$ cat config.mk
export PLATFORM = sky130hd
export DESIGN_NAME = adcc_top
export DESIGN_NICKNAME = d
export VERILOG_FILES = /design/src/logic/adcc_top.v
export VERILOG_INCLUDE_DIRS = /design/src /design/src/pkg
export SDC_FILE = /design/constraint.sdc
export NUM_CORES = 1
export LEC_CHECK = 0
export ABC_AREA = 0
export BUFFER_PORTS_ARGS = -buffer_cell sky130_fd_sc_hd__buf_2
export CAP_MARGIN = 20
export CORE_ASPECT_RATIO = 0.8
export CORE_MARGIN = 2
export CORE_UTILIZATION = 30
export DETAILED_ROUTE_END_ITERATION = 10
export GPL_ROUTABILITY_DRIVEN = 0
export PLACE_DENSITY = 0.5
export SETUP_SLACK_MARGIN = 0.15
export SKIP_LAST_GASP = 1
export SLEW_MARGIN = 10
export SYNTH_ARGS = -nofsm -noshare
export SYNTH_HDL_FRONTEND = slang
export SYNTH_SLANG_ARGS = --single-unit
$ cat constraint.sdc
create_clock -name hclk -period 2.1 [get_ports hclk]
set_input_delay 0.105 -clock hclk [delete_from_list [all_inputs] [get_ports hclk]]
set_output_delay 0.105 -clock hclk [all_outputs]
set_load 0.1 [all_outputs]
$ cat src/pkg/adcc_regs.vh
// Register map, field positions, reset values and timing counts of the converter control block.
// ------------------------------------------------------------------
// Operation
// ------------------------------------------------------------------
// Operation
// - Select bits 7..3 make port B pin 3 and port A pins 7..4 analog channels 7..3.
// - Select bits 2..0 make port B pins 2..0 analog channels 2..0.
// - A conversion starts only after start goes high then low again.
// - Busy flag sets once a conversion starts; software cannot write it.
// - Busy flag clears when the conversion finishes.
// - Conversion end sets the converter interrupt request flag.
// - An enabled, set request flag raises the converter interrupt.
// - Converter clock is system clock divided by two to the divider code.
// - Converter is powered only while the power enable bit is high.
// - Reference select 01 takes the supply rail, else the external pin.
// - Reference pin function enable disables the pin's other shared functions.
// - A conversion lasts 4 sampling plus 12 converting converter clocks.
// - Justify bit 0 left-aligns, 1 right-aligns the result; unused bits zero.
// - Result registers keep their contents while the converter is disabled; a completion in the first unpowered cycle still loads them.
// - Channel codes 0..7 route a channel; codes 8..15 leave input floating.
`ifndef ADCC_REGS_VH
`define ADCC_REGS_VH

// ------------------------------------------------------------------
// Byte addresses
// ------------------------------------------------------------------
`define ADCC_OFS_CTRL0      8'h00
`define ADCC_OFS_CTRL1      8'h04
`define ADCC_OFS_PINSEL     8'h08
`define ADCC_OFS_RES_HI     8'h0C
`define ADCC_OFS_RES_LO     8'h10
`define ADCC_OFS_INTCTL     8'h14

// ------------------------------------------------------------------
// Field positions
// ------------------------------------------------------------------
`define ADCC_C0_START       7
`define ADCC_C0_BUSY        6
`define ADCC_C0_PWR         5
`define ADCC_C0_JUST        4
`define ADCC_IC_ENABLE      0
`define ADCC_IC_REQ         1

// ------------------------------------------------------------------
// Reset values and codes
// ------------------------------------------------------------------
`define ADCC_RST_BYTE       8'h00
`define ADCC_REF_SUPPLY     2'h1
`define ADCC_SAMPLE_CLKS    5'h04
`define ADCC_CONV_CLKS      5'h0C

`endif

$ cat src/logic/adcc_top.v
// Converter control block: AHB-Lite registers, clock divider, conversion sequencer.
`timescale 1ns/100ps
`default_nettype none
`include "adcc_regs.vh"

module adcc_top #(
    parameter RES_W = 12
) (
    // Clock and reset
    input  wire                 hclk,
    input  wire                 hresetn,
    // AHB-Lite slave
    input  wire                 hsel,
    input  wire [7:0]           haddr,
    input  wire [1:0]           htrans,
    input  wire                 hwrite,
    input  wire [2:0]           hsize,
    input  wire [31:0]          hwdata,
    input  wire                 hready,
    output wire [31:0]          hrdata,
    output wire                 hreadyout,
    output wire                 hresp,
    // Analog core
    output wire                 conv_power_en,
    output wire                 conv_clock_en,
    output wire                 conv_sampling,
    output wire [7:0]           analog_channel_n,
    output wire                 external_input_floating,
    output wire                 ref_from_supply,
    output wire                 ref_pin_analog,
    input  wire [RES_W-1:0]     conv_result,
    // Pin overrides
    output wire                 port_b_pin_3_analog,
    output wire                 port_b_pin_2_analog,
    output wire                 port_b_pin_1_analog,
    output wire                 port_b_pin_0_analog,
    output wire                 port_a_pin_7_analog,
    output wire                 port_a_pin_6_analog,
    output wire                 port_a_pin_5_analog,
    output wire                 port_a_pin_4_analog,
    // Interrupt
    output wire                 conv_irq
);

    // ------------------------------------------------------------------
    // Sequencer states
    // ------------------------------------------------------------------
    localparam ST_IDLE   = 2'd0;
    localparam ST_SAMPLE = 2'd1;
    localparam ST_CONV   = 2'd2;

    reg  [7:0]       converter_control_0_q;
    reg  [7:0]       converter_control_1_q;
    reg  [7:0]       analog_pin_select_q;
    reg  [7:0]       result_high_byte_q;
    reg  [7:0]       result_low_byte_q;
    reg              irq_enable_q;
    reg              irq_req_q;
    reg              busy_q;
    reg  [1:0]       state_q;
    reg  [4:0]       cyc_q;
    reg  [6:0]       div_q;
    reg              start_armed_q;
    reg  [RES_W-1:0] res_sync1_q;
    reg  [RES_W-1:0] res_sync2_q;
    reg              dph_q;
    reg              dph_wr_q;
    reg  [7:0]       dph_addr_q;
    reg  [31:0]      hrdata_q;

    wire [2:0] div_sel = converter_control_1_q[2:0];
    wire [1:0] ref_sel = converter_control_1_q[4:3];
    wire [3:0] ext_sel = converter_control_0_q[3:0];
    wire       pwr     = converter_control_0_q[`ADCC_C0_PWR];
    wire       start   = converter_control_0_q[`ADCC_C0_START];
    wire       justify = converter_control_0_q[`ADCC_C0_JUST];

    // ------------------------------------------------------------------
    // Bus slave
    // ------------------------------------------------------------------
    // Writes land in the data phase; the slave never inserts wait states.
    wire addr_ok = hsel && htrans[1] && hready;
    wire wr_c0   = dph_q && dph_wr_q && (dph_addr_q == `ADCC_OFS_CTRL0);
    wire wr_c1   = dph_q && dph_wr_q && (dph_addr_q == `ADCC_OFS_CTRL1);
    wire wr_ps   = dph_q && dph_wr_q && (dph_addr_q == `ADCC_OFS_PINSEL);
    wire wr_ic   = dph_q && dph_wr_q && (dph_addr_q == `ADCC_OFS_INTCTL);

    assign hreadyout = 1'b1;
    assign hresp     = 1'b0;
    assign hrdata    = hrdata_q;

    reg [31:0] rd_d;
    always @*
    begin
        rd_d = 32'h0000_0000;
        case (haddr)
            `ADCC_OFS_CTRL0:  rd_d[7:0] = {converter_control_0_q[7], busy_q,
                                           converter_control_0_q[5:0]};
            `ADCC_OFS_CTRL1:  rd_d[7:0] = converter_control_1_q;
            `ADCC_OFS_PINSEL: rd_d[7:0] = analog_pin_select_q;
            `ADCC_OFS_RES_HI: rd_d[7:0] = result_high_byte_q;
            `ADCC_OFS_RES_LO: rd_d[7:0] = result_low_byte_q;
            `ADCC_OFS_INTCTL: rd_d[1:0] = {irq_req_q, irq_enable_q};
            default:          rd_d = 32'h0000_0000;
        endcase
    end

    always @(posedge hclk or negedge hresetn)
    begin
        if (!hresetn)
        begin
            dph_q      <= 1'b0;
            dph_wr_q   <= 1'b0;
            dph_addr_q <= 8'h00;
            hrdata_q   <= 32'h0000_0000;
        end
        else
        begin
            dph_q      <= addr_ok;
            dph_wr_q   <= addr_ok && hwrite;
            dph_addr_q <= haddr;
            if (addr_ok && !hwrite)
                hrdata_q <= rd_d;
        end
    end

    // ------------------------------------------------------------------
    // Control registers
    // ------------------------------------------------------------------
    always @(posedge hclk or negedge hresetn)
    begin
        if (!hresetn)
        begin
            converter_control_0_q <= `ADCC_RST_BYTE;
            converter_control_1_q <= `ADCC_RST_BYTE;
            analog_pin_select_q   <= `ADCC_RST_BYTE;
            irq_enable_q          <= 1'b0;
        end
        else
        begin
            if (wr_c0)
                converter_control_0_q <= hwdata[7:0];
            if (wr_c1)
                converter_control_1_q <= hwdata[7:0];
            if (wr_ps)
                analog_pin_select_q <= hwdata[7:0];
            if (wr_ic)
                irq_enable_q <= hwdata[`ADCC_IC_ENABLE];
        end
    end

    // ------------------------------------------------------------------
    // Pin and reference steering
    // ------------------------------------------------------------------
    assign port_b_pin_3_analog = analog_pin_select_q[7];
    assign port_a_pin_7_analog = analog_pin_select_q[6];
    assign port_a_pin_6_analog = analog_pin_select_q[5];
    assign port_a_pin_5_analog = analog_pin_select_q[4];
    assign port_a_pin_4_analog = analog_pin_select_q[3];
    assign port_b_pin_2_analog = analog_pin_select_q[2];
    assign port_b_pin_1_analog = analog_pin_select_q[1];
    assign port_b_pin_0_analog = analog_pin_select_q[0];

    genvar gi;
    generate
        for (gi = 0; gi < 8; gi = gi + 1)
        begin : g_chan
            assign analog_channel_n[gi] = !ext_sel[3] && (ext_sel[2:0] == gi);
        end
    endgenerate
    assign external_input_floating = ext_sel[3];

    assign ref_from_supply = (ref_sel == `ADCC_REF_SUPPLY);
    // The pin only becomes a reference input when the external source is chosen.
    assign ref_pin_analog  = !ref_from_supply;
    assign conv_power_en   = pwr;

    // ------------------------------------------------------------------
    // Converter clock divider
    // ------------------------------------------------------------------
    // A one-cycle enable at hclk / 2^code replaces a derived clock.
    wire [6:0] div_mask = (7'h7F >> (3'd7 - div_sel));
    wire       tick     = ((div_q & div_mask) == div_mask);

    always @(posedge hclk or negedge hresetn)
    begin
        if (!hresetn)
            div_q <= 7'h00;
        else if (state_q == ST_IDLE)
            div_q <= 7'h00;
        else
            div_q <= div_q + 7'h01;
    end
    // Gating with power silences the core at once, a cycle before the sequencer idles.
    assign conv_clock_en = tick && (state_q != ST_IDLE) && pwr;
    assign conv_sampling = (state_q == ST_SAMPLE) && pwr;

    // ------------------------------------------------------------------
    // Result synchroniser
    // ------------------------------------------------------------------
    // The analog core is asynchronous to hclk, so its result passes two stages.
    always @(posedge hclk or negedge hresetn)
    begin
        if (!hresetn)
        begin
            res_sync1_q <= {RES_W{1'b0}};
            res_sync2_q <= {RES_W{1'b0}};
        end
        else
        begin
            res_sync1_q <= conv_result;
            res_sync2_q <= res_sync1_q;
        end
    end

    // ------------------------------------------------------------------
    // Start detector
    // ------------------------------------------------------------------
    // The high level arms a conversion and its removal launches it.
    always @(posedge hclk or negedge hresetn)
    begin
        if (!hresetn)
            start_armed_q <= 1'b0;
        else
            start_armed_q <= start;
    end

    wire start_fall = start_armed_q && !start;
    wire conv_done  = (state_q == ST_CONV) && tick && (cyc_q == `ADCC_CONV_CLKS - 5'h01);

    // ------------------------------------------------------------------
    // Interrupt request flag
    // ------------------------------------------------------------------
    // Set wins over a software clear in the same cycle, so no completion is lost.
    always @(posedge hclk or negedge hresetn)
    begin
        if (!hresetn)
            irq_req_q <= 1'b0;
        else if (conv_done)
            irq_req_q <= 1'b1;
        else if (wr_ic && !hwdata[`ADCC_IC_REQ])
            irq_req_q <= 1'b0;
    end

    // ------------------------------------------------------------------
    // Result formatter and result bytes
    // ------------------------------------------------------------------
    // Unused positions are forced to zero so either byte can be read alone.
    reg [7:0] result_high_byte_d;
    reg [7:0] result_low_byte_d;
    always @*
    begin
        if (justify)
        begin
            result_high_byte_d = {4'h0, res_sync2_q[11:8]};
            result_low_byte_d  = res_sync2_q[7:0];
        end
        else
        begin
            result_high_byte_d = res_sync2_q[11:4];
            result_low_byte_d  = {res_sync2_q[3:0], 4'h0};
        end
    end

    // Both bytes load only on completion; conv_done is not gated by power, so it can still load them in the first unpowered cycle.
    always @(posedge hclk or negedge hresetn)
    begin
        if (!hresetn)
        begin
            result_high_byte_q <= `ADCC_RST_BYTE;
            result_low_byte_q  <= `ADCC_RST_BYTE;
        end
        else if (conv_done)
        begin
            result_high_byte_q <= result_high_byte_d;
            result_low_byte_q  <= result_low_byte_d;
        end
    end

    // ------------------------------------------------------------------
    // Conversion sequencer
    // ------------------------------------------------------------------
    always @(posedge hclk or negedge hresetn)
    begin
        if (!hresetn)
        begin
            state_q <= ST_IDLE;
            cyc_q   <= 5'h00;
            busy_q  <= 1'b0;
        end
        else
        begin
            case (state_q)
                ST_IDLE:
                begin
                    if (start_fall && pwr)
                    begin
                        state_q <= ST_SAMPLE;
                        cyc_q   <= 5'h00;
                        busy_q  <= 1'b1;
                    end
                end
                ST_SAMPLE:
                begin
                    if (tick)
                    begin
                        if (cyc_q == `ADCC_SAMPLE_CLKS - 5'h01)
                        begin
                            state_q <= ST_CONV;
                            cyc_q   <= 5'h00;
                        end
                        else
                            cyc_q <= cyc_q + 5'h01;
                    end
                end
                ST_CONV:
                begin
                    if (conv_done)
                    begin
                        state_q <= ST_IDLE;
                        busy_q  <= 1'b0;
                    end
                    else if (tick)
                        cyc_q <= cyc_q + 5'h01;
                end
                default:
                begin
                    state_q <= ST_IDLE;
                    busy_q  <= 1'b0;
                end
            endcase
            // Dropping power returns the sequencer to idle, but a conv_done in the first unpowered cycle still loads the results.
            if (!pwr && state_q != ST_IDLE)
            begin
                state_q <= ST_IDLE;
                busy_q  <= 1'b0;
            end
        end
    end

    assign conv_irq = irq_enable_q && irq_req_q;

endmodule // adcc_top
`default_nettype wire

Yosys cells after proc, flatten, opt, wreduce, memory -nomap -nowiden. Index checks and enable logic that the tools add are counted.

Bitwise logic cells: 1. Shifts and indexed selects: 1. Equal/unequal tests: 30. Add/subtract/negate cells: 3. Muxes and demuxes: 23. Reduce and logical (&&, ||, !) cells: 43.

Operators by type and width (number): $pmux 6 s5 (1); $logic_and 1x1->1 (27); $mux 5 (5); $eq 8x4->1 const B (3); $eq 8x5->1 const B (3); $eq 8x3->1 const B (2); $logic_not 8->1 (2); $mux 8 (2); $pmux 5 s3 (1); $eq 3x3->1 const B (4); $pmux 2 s6 (1); $mux 2 (5); $add 7x1->7 const B (1); $and 7x7->7 (1); $eq 7x7->1 (1); $mux 7 (1); $shr 7x3->7 const A (1); $eq 3x2->1 const B (2); $logic_not 1->1 (6); $ne 2x2->1 const B (3); $ne 3x1->1 const B (2); $ne 3x2->1 const B (2); $pmux 2 s3 (1); $add 5x1->5 const B (1); 16 further kinds (23).

Register bits: 100. Input port bits: 62. Output and inout port bits: 57.

Logic depth before layout (Yosys ltp). Gate-level depths: netlist (run 1).

Depth after elaboration: 9. Mapped depth: 8.

Least setup slack after synthesis (run 1). OpenSTA, ideal clock, no wires.

Kind: register -> output. Start: reg converter_control_0_q[3]. End: out analog_channel_n[0]. Cell stages (with the launch flop): 2. Setup slack: -1.826 ns. Arrival time: 3.821 ns. Required time: 1.995 ns. Cell sequence: dfrtp_1 -> nor4_1.

Cells in the longest elaborated chain, start to end: 2.

RTL lines: start: declaration (RTL line adcc_top.v:52) `reg [7:0] converter_control_0_q;`; start signal: assignment (RTL line adcc_top.v:134) `` converter_control_0_q <= `ADCC_RST_BYTE; ``; start signal: assignment (RTL line adcc_top.v:142) `converter_control_0_q <= hwdata[7:0];`; $logic_not 1->1 (RTL line adcc_top.v:168) `assign analog_channel_n[gi] = !ext_sel[3] && (ext_sel[2:0] == gi);`; $logic_and 1x1->1 (RTL line adcc_top.v:168); end: declaration (RTL line adcc_top.v:27) `output wire [7:0] analog_channel_n,`.

Every way passes these cells.

Worst setup path after layout (run 1).
Start: reg state_q[1]. End: out conv_clock_en.

Cells in the longest elaborated chain, start to end: 3.

RTL lines: start: declaration (RTL line adcc_top.v:60) `reg [1:0] state_q;`; start signal: assignment (RTL line adcc_top.v:287) `state_q <= ST_IDLE;`; start signal: assignment (RTL line adcc_top.v:298) `state_q <= ST_SAMPLE;`; start signal: assignment (RTL line adcc_top.v:309) `state_q <= ST_CONV;`; $reduce_bool 2->1 (RTL line adcc_top.v:195) `assign conv_clock_en = tick && (state_q != ST_IDLE) && pwr;`; $logic_and 1x1->1 (2 in series) (RTL line adcc_top.v:195); end: declaration (RTL line adcc_top.v:25) `output wire conv_clock_en,`.

Every way passes these cells.

==> results of run 1 <==
## synth_stat cells (3+ instances only)
library cell,count
a211oi_1,4
a21o_1,3
a21oi_1,16
a22oi_1,6
a31oi_1,10
a32oi_1,5
and2_1,3
and3_1,6
buf_2,4
buf_4,27
clkbuf_1,6
dfrtp_1,99
ha_1,6
inv_1,14
mux2_2,32
mux2i_1,15
mux4_2,3
nand2_1,24
nand2b_1,5
nand3_1,7
nand3b_1,3
nor2_1,14
nor2b_1,9
nor3_1,7
o21ai_0,14
o22a_1,4
## metrics by stage
| stage | hold WS [ps] | total power [mW] | utilization, % |
|---|---|---|---|
| global placement | 187 | 2.91 | 34.9 |
| CTS | 20.8 | 4.62 | 38.4 |
| global route | 26.6 | 4.83 | 38.8 |
| finish | 29.4 | 4.60 | 38.8 |
| floorplan | -191 | 2.75 | - |
| detailed placement | 190 | 2.93 | 34.9 |
## flip-flops by register name, indices dropped and copies added (netlist names), 2 cells and up
| register | flops |
|---|---|
| dph_addr_q | 8 |
| analog_pin_select_q | 8 |
| hrdata | 8 |
| res_sync2_q | 12 |
| res_sync1_q | 12 |
| result_low_byte_q | 8 |
| converter_control_0_q | 7 |
| div_q | 7 |
| state_q | 2 |
| cyc_q | 5 |
| result_high_byte_q | 8 |
| converter_control_1_q | 8 |
## final cells by class
cell class / instances / area [um^2]
clock buffers: 10 / 229
clock inverters: 5 / 62.6
fillers: 1433 / 9190
inverters: 14 / 56.3
multi-input cells: 263 / 2060
flip-flops and latches: 99 / 2480
well taps: 189 / 236
repair buffers: 102 / 698
## what timing repair did
item / in CTS / in global routing
gates resized for setup: 6 / 11
buffers inserted: 2 / 1
hold endpoints to repair: 67 / 0
pin swaps: 1 / 2
hold buffers: 20 / 0
setup endpoints to repair: 10 / 38
gates cloned: 0 / 0
## final timing paths
check	to	slack, ps
worst max-delay path	conv_clock_en	150
worst min-delay path	converter_control_0_q[7]	30
worst max register to register	cyc_q[4]	200
worst min register to register	res_sync2_q[1]	350
max in group asynchronous	converter_control_0_q[0]	1010
min in group asynchronous	cyc_q[0]	340
## worst register-to-register path: stages, from the launching register on
cell,delay [ps]
dfrtp_1,410
ha_4,180
or4b_4,470
a21oi_2,200
o21ai_0,120
o31a_1,240
a31o_1,180
## cells by family after synthesis
logic type               after synthesis  share of synthesized area (%)
flip-flops                            99                           53.6
AND/OR/NAND/NOR                       98                           12.7
AO/OA/AOI/OAI                         79                           11.8
buffers and inverters                 54                           6.85
multiplexers                          50                           12.5
adder cells (fa/ha/maj)                6                           1.63
XOR/XNOR                               4                          0.759
other                                  2                          0.163
## per-layer routing
layer	share of wire [%]	wire length (um)	track usage (%)
met5	0	0	0
met4	1.4	145	3.37
met3	5.1	543	3.33
met2	45	4790	20.7
met1	49	5200	19.6
## power groups by stage
stage	clock network, mW	registers [mW]	logic (mW)
6_report	1.63	2.08	0.890
5_1_grt	1.76	2.10	0.972
4_1_cts	1.68	2.08	0.862
3_5_place_dp	0	2.12	0.807
3_3_place_gp	0	2.11	0.797
2_1_floorplan	0	2.16	0.586
==> impl_metrics.csv, run 1 <==
group,metric,value,unit
run_status,status,"completed",
sta,fmax,512,MHz
yosys,yosysWarnings,0,
sta,drv_slew,0,
sta,relSlewSlack,54.4,%
flow_run,maxCapViolCount,0,
die,die_h,115,um
clock_tree,cts.sinks,99,
yosys,post-synth-top-area-fraction,53.6,%
sta,rsz0062_at_grt,"yes",
placement,placed_area,0.00524,mm^2
worst_setup_path,ff2ff_path_depth,6,
global_route,grt_usage,13.6,%
min_path,min_from,"hwdata[7]",
global_route,grt_pass1_vias,3249,
yosys,synth_ff_type,"dfrtp_1",
yosys,synth_area_per_cell,11.8,um^2
worst_setup_path,setup.worst_path.start,"state_q[1]",
yosys,ys_seq_elements,99,
finish,final_nets,557,
yosys,yosys.cell_types.count,63,
yosys,synth_seq_area_share,53.6,%
sta,worst_pin_slew,684,ps
drt,wl_per_cell,15.6,um
worst_setup_path,critPathArrivalTime,1850,ps
worst_setup_path,worstSetupPathType,"reg -> out",
clock_tree,tritoncts,"done",
sta,setup_tns,0,ps
clock_tree,clkTransAtPathRegs,70,ps
die,core_area,0.0150,mm^2
drt,drc,0,
clock_tree,worst_skew_pair.late_latency,340,ps
finish,mostFrequentLayoutCell,"dfrtp_1",
die,fp.dieW,143,um
finish,drive_gt1_share,33.1,%
global_route,grt_remaining_overflow,0,
min_path,worst_hold_path.num_cells,2,
global_route,grt_pass1_wl,17400,um
placement,pre_cts_slack,108,ps
worst_setup_path,crit_family,"buffers and inverters",
clock_tree,cts_inserted_buffers,9,
power_and_ir_drop,p_sw_share,30.6,%
yosys,synth_edf_count,0,
power_and_ir_drop,p_clk_share,35.5,%
sta,final-hold-violation-count,0,
yosys,syn_area,0.00462,mm^2
finish,syn2layout_area_growth,26.1,%
power_and_ir_drop,powerDensity,790,mW/mm^2
power_and_ir_drop,max-vdd-ir-drop,0.388,mV
global_route,grt_max_degree,51,
yosys,ys_top_cells_by_area,"dfrtp_1 (54%), mux2_2 (7.8%), buf_4 (4.4%)",
worst_setup_path,crit_fanout,10,
clock_tree,clockRootBuffer,"clkbuf_16",
finish,final_area,0.00583,mm^2
clock_tree,htree_levels,3,
clock_tree,clockBufferDepth,2,
die,io_pins,119,
worst_setup_path,cp_slowest_cell,"dfrtp_1",
power_and_ir_drop,p_switching,1.41,mW
drt,routed_wl,10700,um
drt,num_vias,3281,
drt,drt_iter0_markers,234,
placement,port_buffers,64,
drt,first_pass_iters,4,
global_route,antenna_found_initial,0,
worst_setup_path,cp.required,2000,ps
placement,dpl.hpwl,7690,um
finish,diodes,0,
power_and_ir_drop,p_leak,2.62,nW
sta,worst_slack,145,ps
power_and_ir_drop,combPwrFrac,19.3,%
power_and_ir_drop,pwr-share-seq,45.2,%
sta,skew,9.78,ps
sta,min_period,1950,ps
die,row_count,40,
finish,final_cells,682,
worst_setup_path,regToRegStartpoint,"cyc_q[0]",
die,die_area,0.0164,mm^2
worst_setup_path,cp-end-kind,"primary output",
yosys,synth_top_area_cell,"dfrtp_1",
drt,via_per_inst,4.81,
worst_setup_path,crit_top_cell,"inv_1",
worst_setup_path,startpoint_type,"flop",
drt,ant_nets,0,
yosys,syn_inst,392,
worst_setup_path,slowest_delay,400,ps
power_and_ir_drop,p_int,3.19,mW
sta,timing.final.crit_share,93.1,%
sta,setup_viol,0,
min_path,hp-class,"in -> reg",
worst_setup_path,path_depth,6,
worst_setup_path,path_cells,"inv_1, ha_1, buf_4, inv_1, and4_2, buf_12",
worst_setup_path,worst-path-buf-inv,4,
die,initial_core_util,30.8,%
placement,placed_cells,644,
finish,most-common-layout-cells,"dfrtp_1 (96), buf_2 (57), mux2_2 (32)",
yosys,async_flop_share,100,%
(Power assumes the default switching activity.)
==> run 2, diff against run 1 <==
- ABC_AREA: 0 -> 1
==> impl_metrics.csv, run 2 <==
group,metric,value,unit
clock_tree,cts.sinks,99,
power_and_ir_drop,p_leak,2.87,nW
yosys,synthTopCellsByCount,"nand2_1 (114), dfrtp_1 (99), nor2_1 (55)",
global_route,grt_usage,13.9,%
yosys,synth_top_area_cell,"dfrtp_1",
worst_setup_path,cp-end-kind,"primary output",
yosys,synth_area_per_cell,8.99,um^2
clock_tree,clockRootBuffer,"clkbuf_16",
worst_setup_path,cp.required,2000,ps
die,core_area,0.0150,mm^2
yosys,ys_top_cells_by_area,"dfrtp_1 (54%), nand2_1 (9.3%), nor2_1 (4.5%)",
global_route,grt_pass1_wl,17500,um
min_path,min_from,"hwdata[5]",
die,die_area,0.0163,mm^2
yosys,ys_seq_elements,99,
finish,final_core_util,37.8,%
min_path,hp-class,"in -> reg",
yosys,syn_inst,512,
global_route,grt_pass1_vias,3513,
sta,fmax,537,MHz
min_path,worst_hold_path.num_cells,3,
sta,rsz0062_at_grt,"yes",
sta,setup_tns,0,ps
worst_setup_path,ff2ff_path_depth,6,
finish,mostFrequentLayoutCell,"nand2_1",
worst_setup_path,startpoint_type,"flop",
yosys,syn_area,0.00460,mm^2
yosys,async_flop_share,100,%
drt,ant_nets,0,
worst_setup_path,worstSetupPathType,"reg -> out",
global_route,antenna_found_initial,0,
placement,dpl.hpwl,7970,um
finish,final_nets,678,
placement,port_buffers,64,
sta,relSlewSlack,62.1,%
clock_tree,tritoncts,"done",
run_status,status,"completed",
clock_tree,worst_skew_pair.late_latency,350,ps
finish,diodes,0,
drt,wl_per_cell,13.2,um
sta,final-hold-violation-count,0,
global_route,grt_max_degree,37,
flow_run,maxCapViolCount,0,
finish,reg_top3,"res_sync1_q x12, res_sync2_q x12",
drt,num_vias,3578,
drt,drc,0,
clock_tree,clockBufferDepth,2,
drt,first_pass_iters,4,
finish,final_area,0.00568,mm^2
drt,via_per_inst,4.45,
worst_setup_path,setup.worst_path.start,"converter_control_1_q[0]",
drt,routed_wl,10600,um
yosys,synth_edf_count,0,
yosys,synth_seq_area_share,53.8,%
drt,drt_iter0_markers,182,
clock_tree,clkTransAtPathRegs,70,ps
yosys,yosys.cell_types.count,40,
worst_setup_path,regToRegStartpoint,"cyc_q[0]",
sta,worst_pin_slew,565,ps
finish,most-common-layout-cells,"nand2_1 (113), dfrtp_1 (96), buf_2 (62)",
sta,timing.final.crit_share,88.7,%
sta,skew,10.4,ps
clock_tree,htree_levels,3,
die,initial_core_util,30.6,%
sta,drv_slew,0,
finish,drive_gt1_share,21.5,%
sta,min_period,1860,ps
placement,placed_area,0.00513,mm^2
clock_tree,cts_inserted_buffers,9,
yosys,synth_ff_type,"dfrtp_1",
worst_setup_path,r2r_setup_slack,380,ps
die,row_count,40,
yosys,post-synth-top-area-fraction,53.8,%
finish,syn2layout_area_growth,23.5,%
yosys,yosysWarnings,0,
worst_setup_path,critPathArrivalTime,1760,ps
power_and_ir_drop,max-vdd-ir-drop,0.334,mV
power_and_ir_drop,powerDensity,841,mW/mm^2
worst_setup_path,crit_fanout,4,
die,fp.dieW,142,um
global_route,grt_remaining_overflow,0,
sta,setup_viol,0,
yosys,yosysMostFrequentCell,"nand2_1",
die,io_pins,119,
die,die_h,115,um
==> run 2: changes by cell type after synthesis, moves of 15 or more <==
cell     delta
inv_1      +35
mux2_2     -32
mux2i_1    -15
nand2_1    +90
nand3_1    +32
nor2_1     +41
o21ai_0    +22
==> run 2: what timing repair did <==
item	4_1_cts	5_1_grt
endpoints found under the hold margin	53	0
endpoints found under the setup margin	1	2
buffers inserted	0	3
gates resized for setup	2	6
hold buffers	22	0
pin swaps	0	3
==> run 2: metal layers <==
metal	vias up	wire length [um]	global-route usage (%)
met5	-	0	0
met1	1678	5350	19.8
li1	1794	-	-
met3	11	519	3.42
met2	95	4640	21.1
met4	0	136	4.16
==> run 2: area by class of cell <==
cell class,instances,area (um^2)
sequential,99,2480
clock inverter,6,56.3
tap,189,236
fill,1511,9330
timing repair buffer,100,663
inverter,52,195
clock buffer,10,229
multi-input combinational,348,1820
==> run 2: final timing paths <==
path                                             to
max in group asynchronous  converter_control_1_q[0]
setup / recovery                      conv_clock_en
hold reg to reg                      res_sync2_q[8]
hold / removal             converter_control_0_q[5]
setup reg to reg               result_low_byte_q[6]
min in group asynchronous                  cyc_q[0]
==> run 2: cell families after synthesis <==
logic type	Yosys count	synth area share, %
simple gates	244	25.1
flops	99	53.8
buf+inv	89	9.84
compound gates	70	9.00
fa+ha+maj	6	1.63
xor+xnor	2	0.381
other cells	2	0.163
==> run 2: power by group <==
group	switching [mW]	internal, mW	total [mW]
logic	0.832	0.232	1.06
clock network	0.778	0.832	1.61
registers	0.0868	2.01	2.10
==> run 2: per-stage QoR <==
stage / hold WS (ps) / power [mW] / setup slack [ps] / cells
detailed placement: 99.6 / 3.17 / 358 / 763
global placement: 102 / 3.15 / 370 / 763
CTS: 35.3 / 4.83 / 160 / 801
finish: 42.3 / 4.77 / 238 / 804
global route: 56.7 / 5.01 / 147 / 804
floorplan: -191 / 2.97 / -260 / 536
==> run 2: worst max-delay path, stage by stage, from the launching register on <==
cell	delay [ps]
dfrtp_2	430
nor2_2	120
nand2_1	60
nand2_1	60
nand2_2	60
nor2_4	150
nand2_4	90
nor3_4	230
buf_12	210
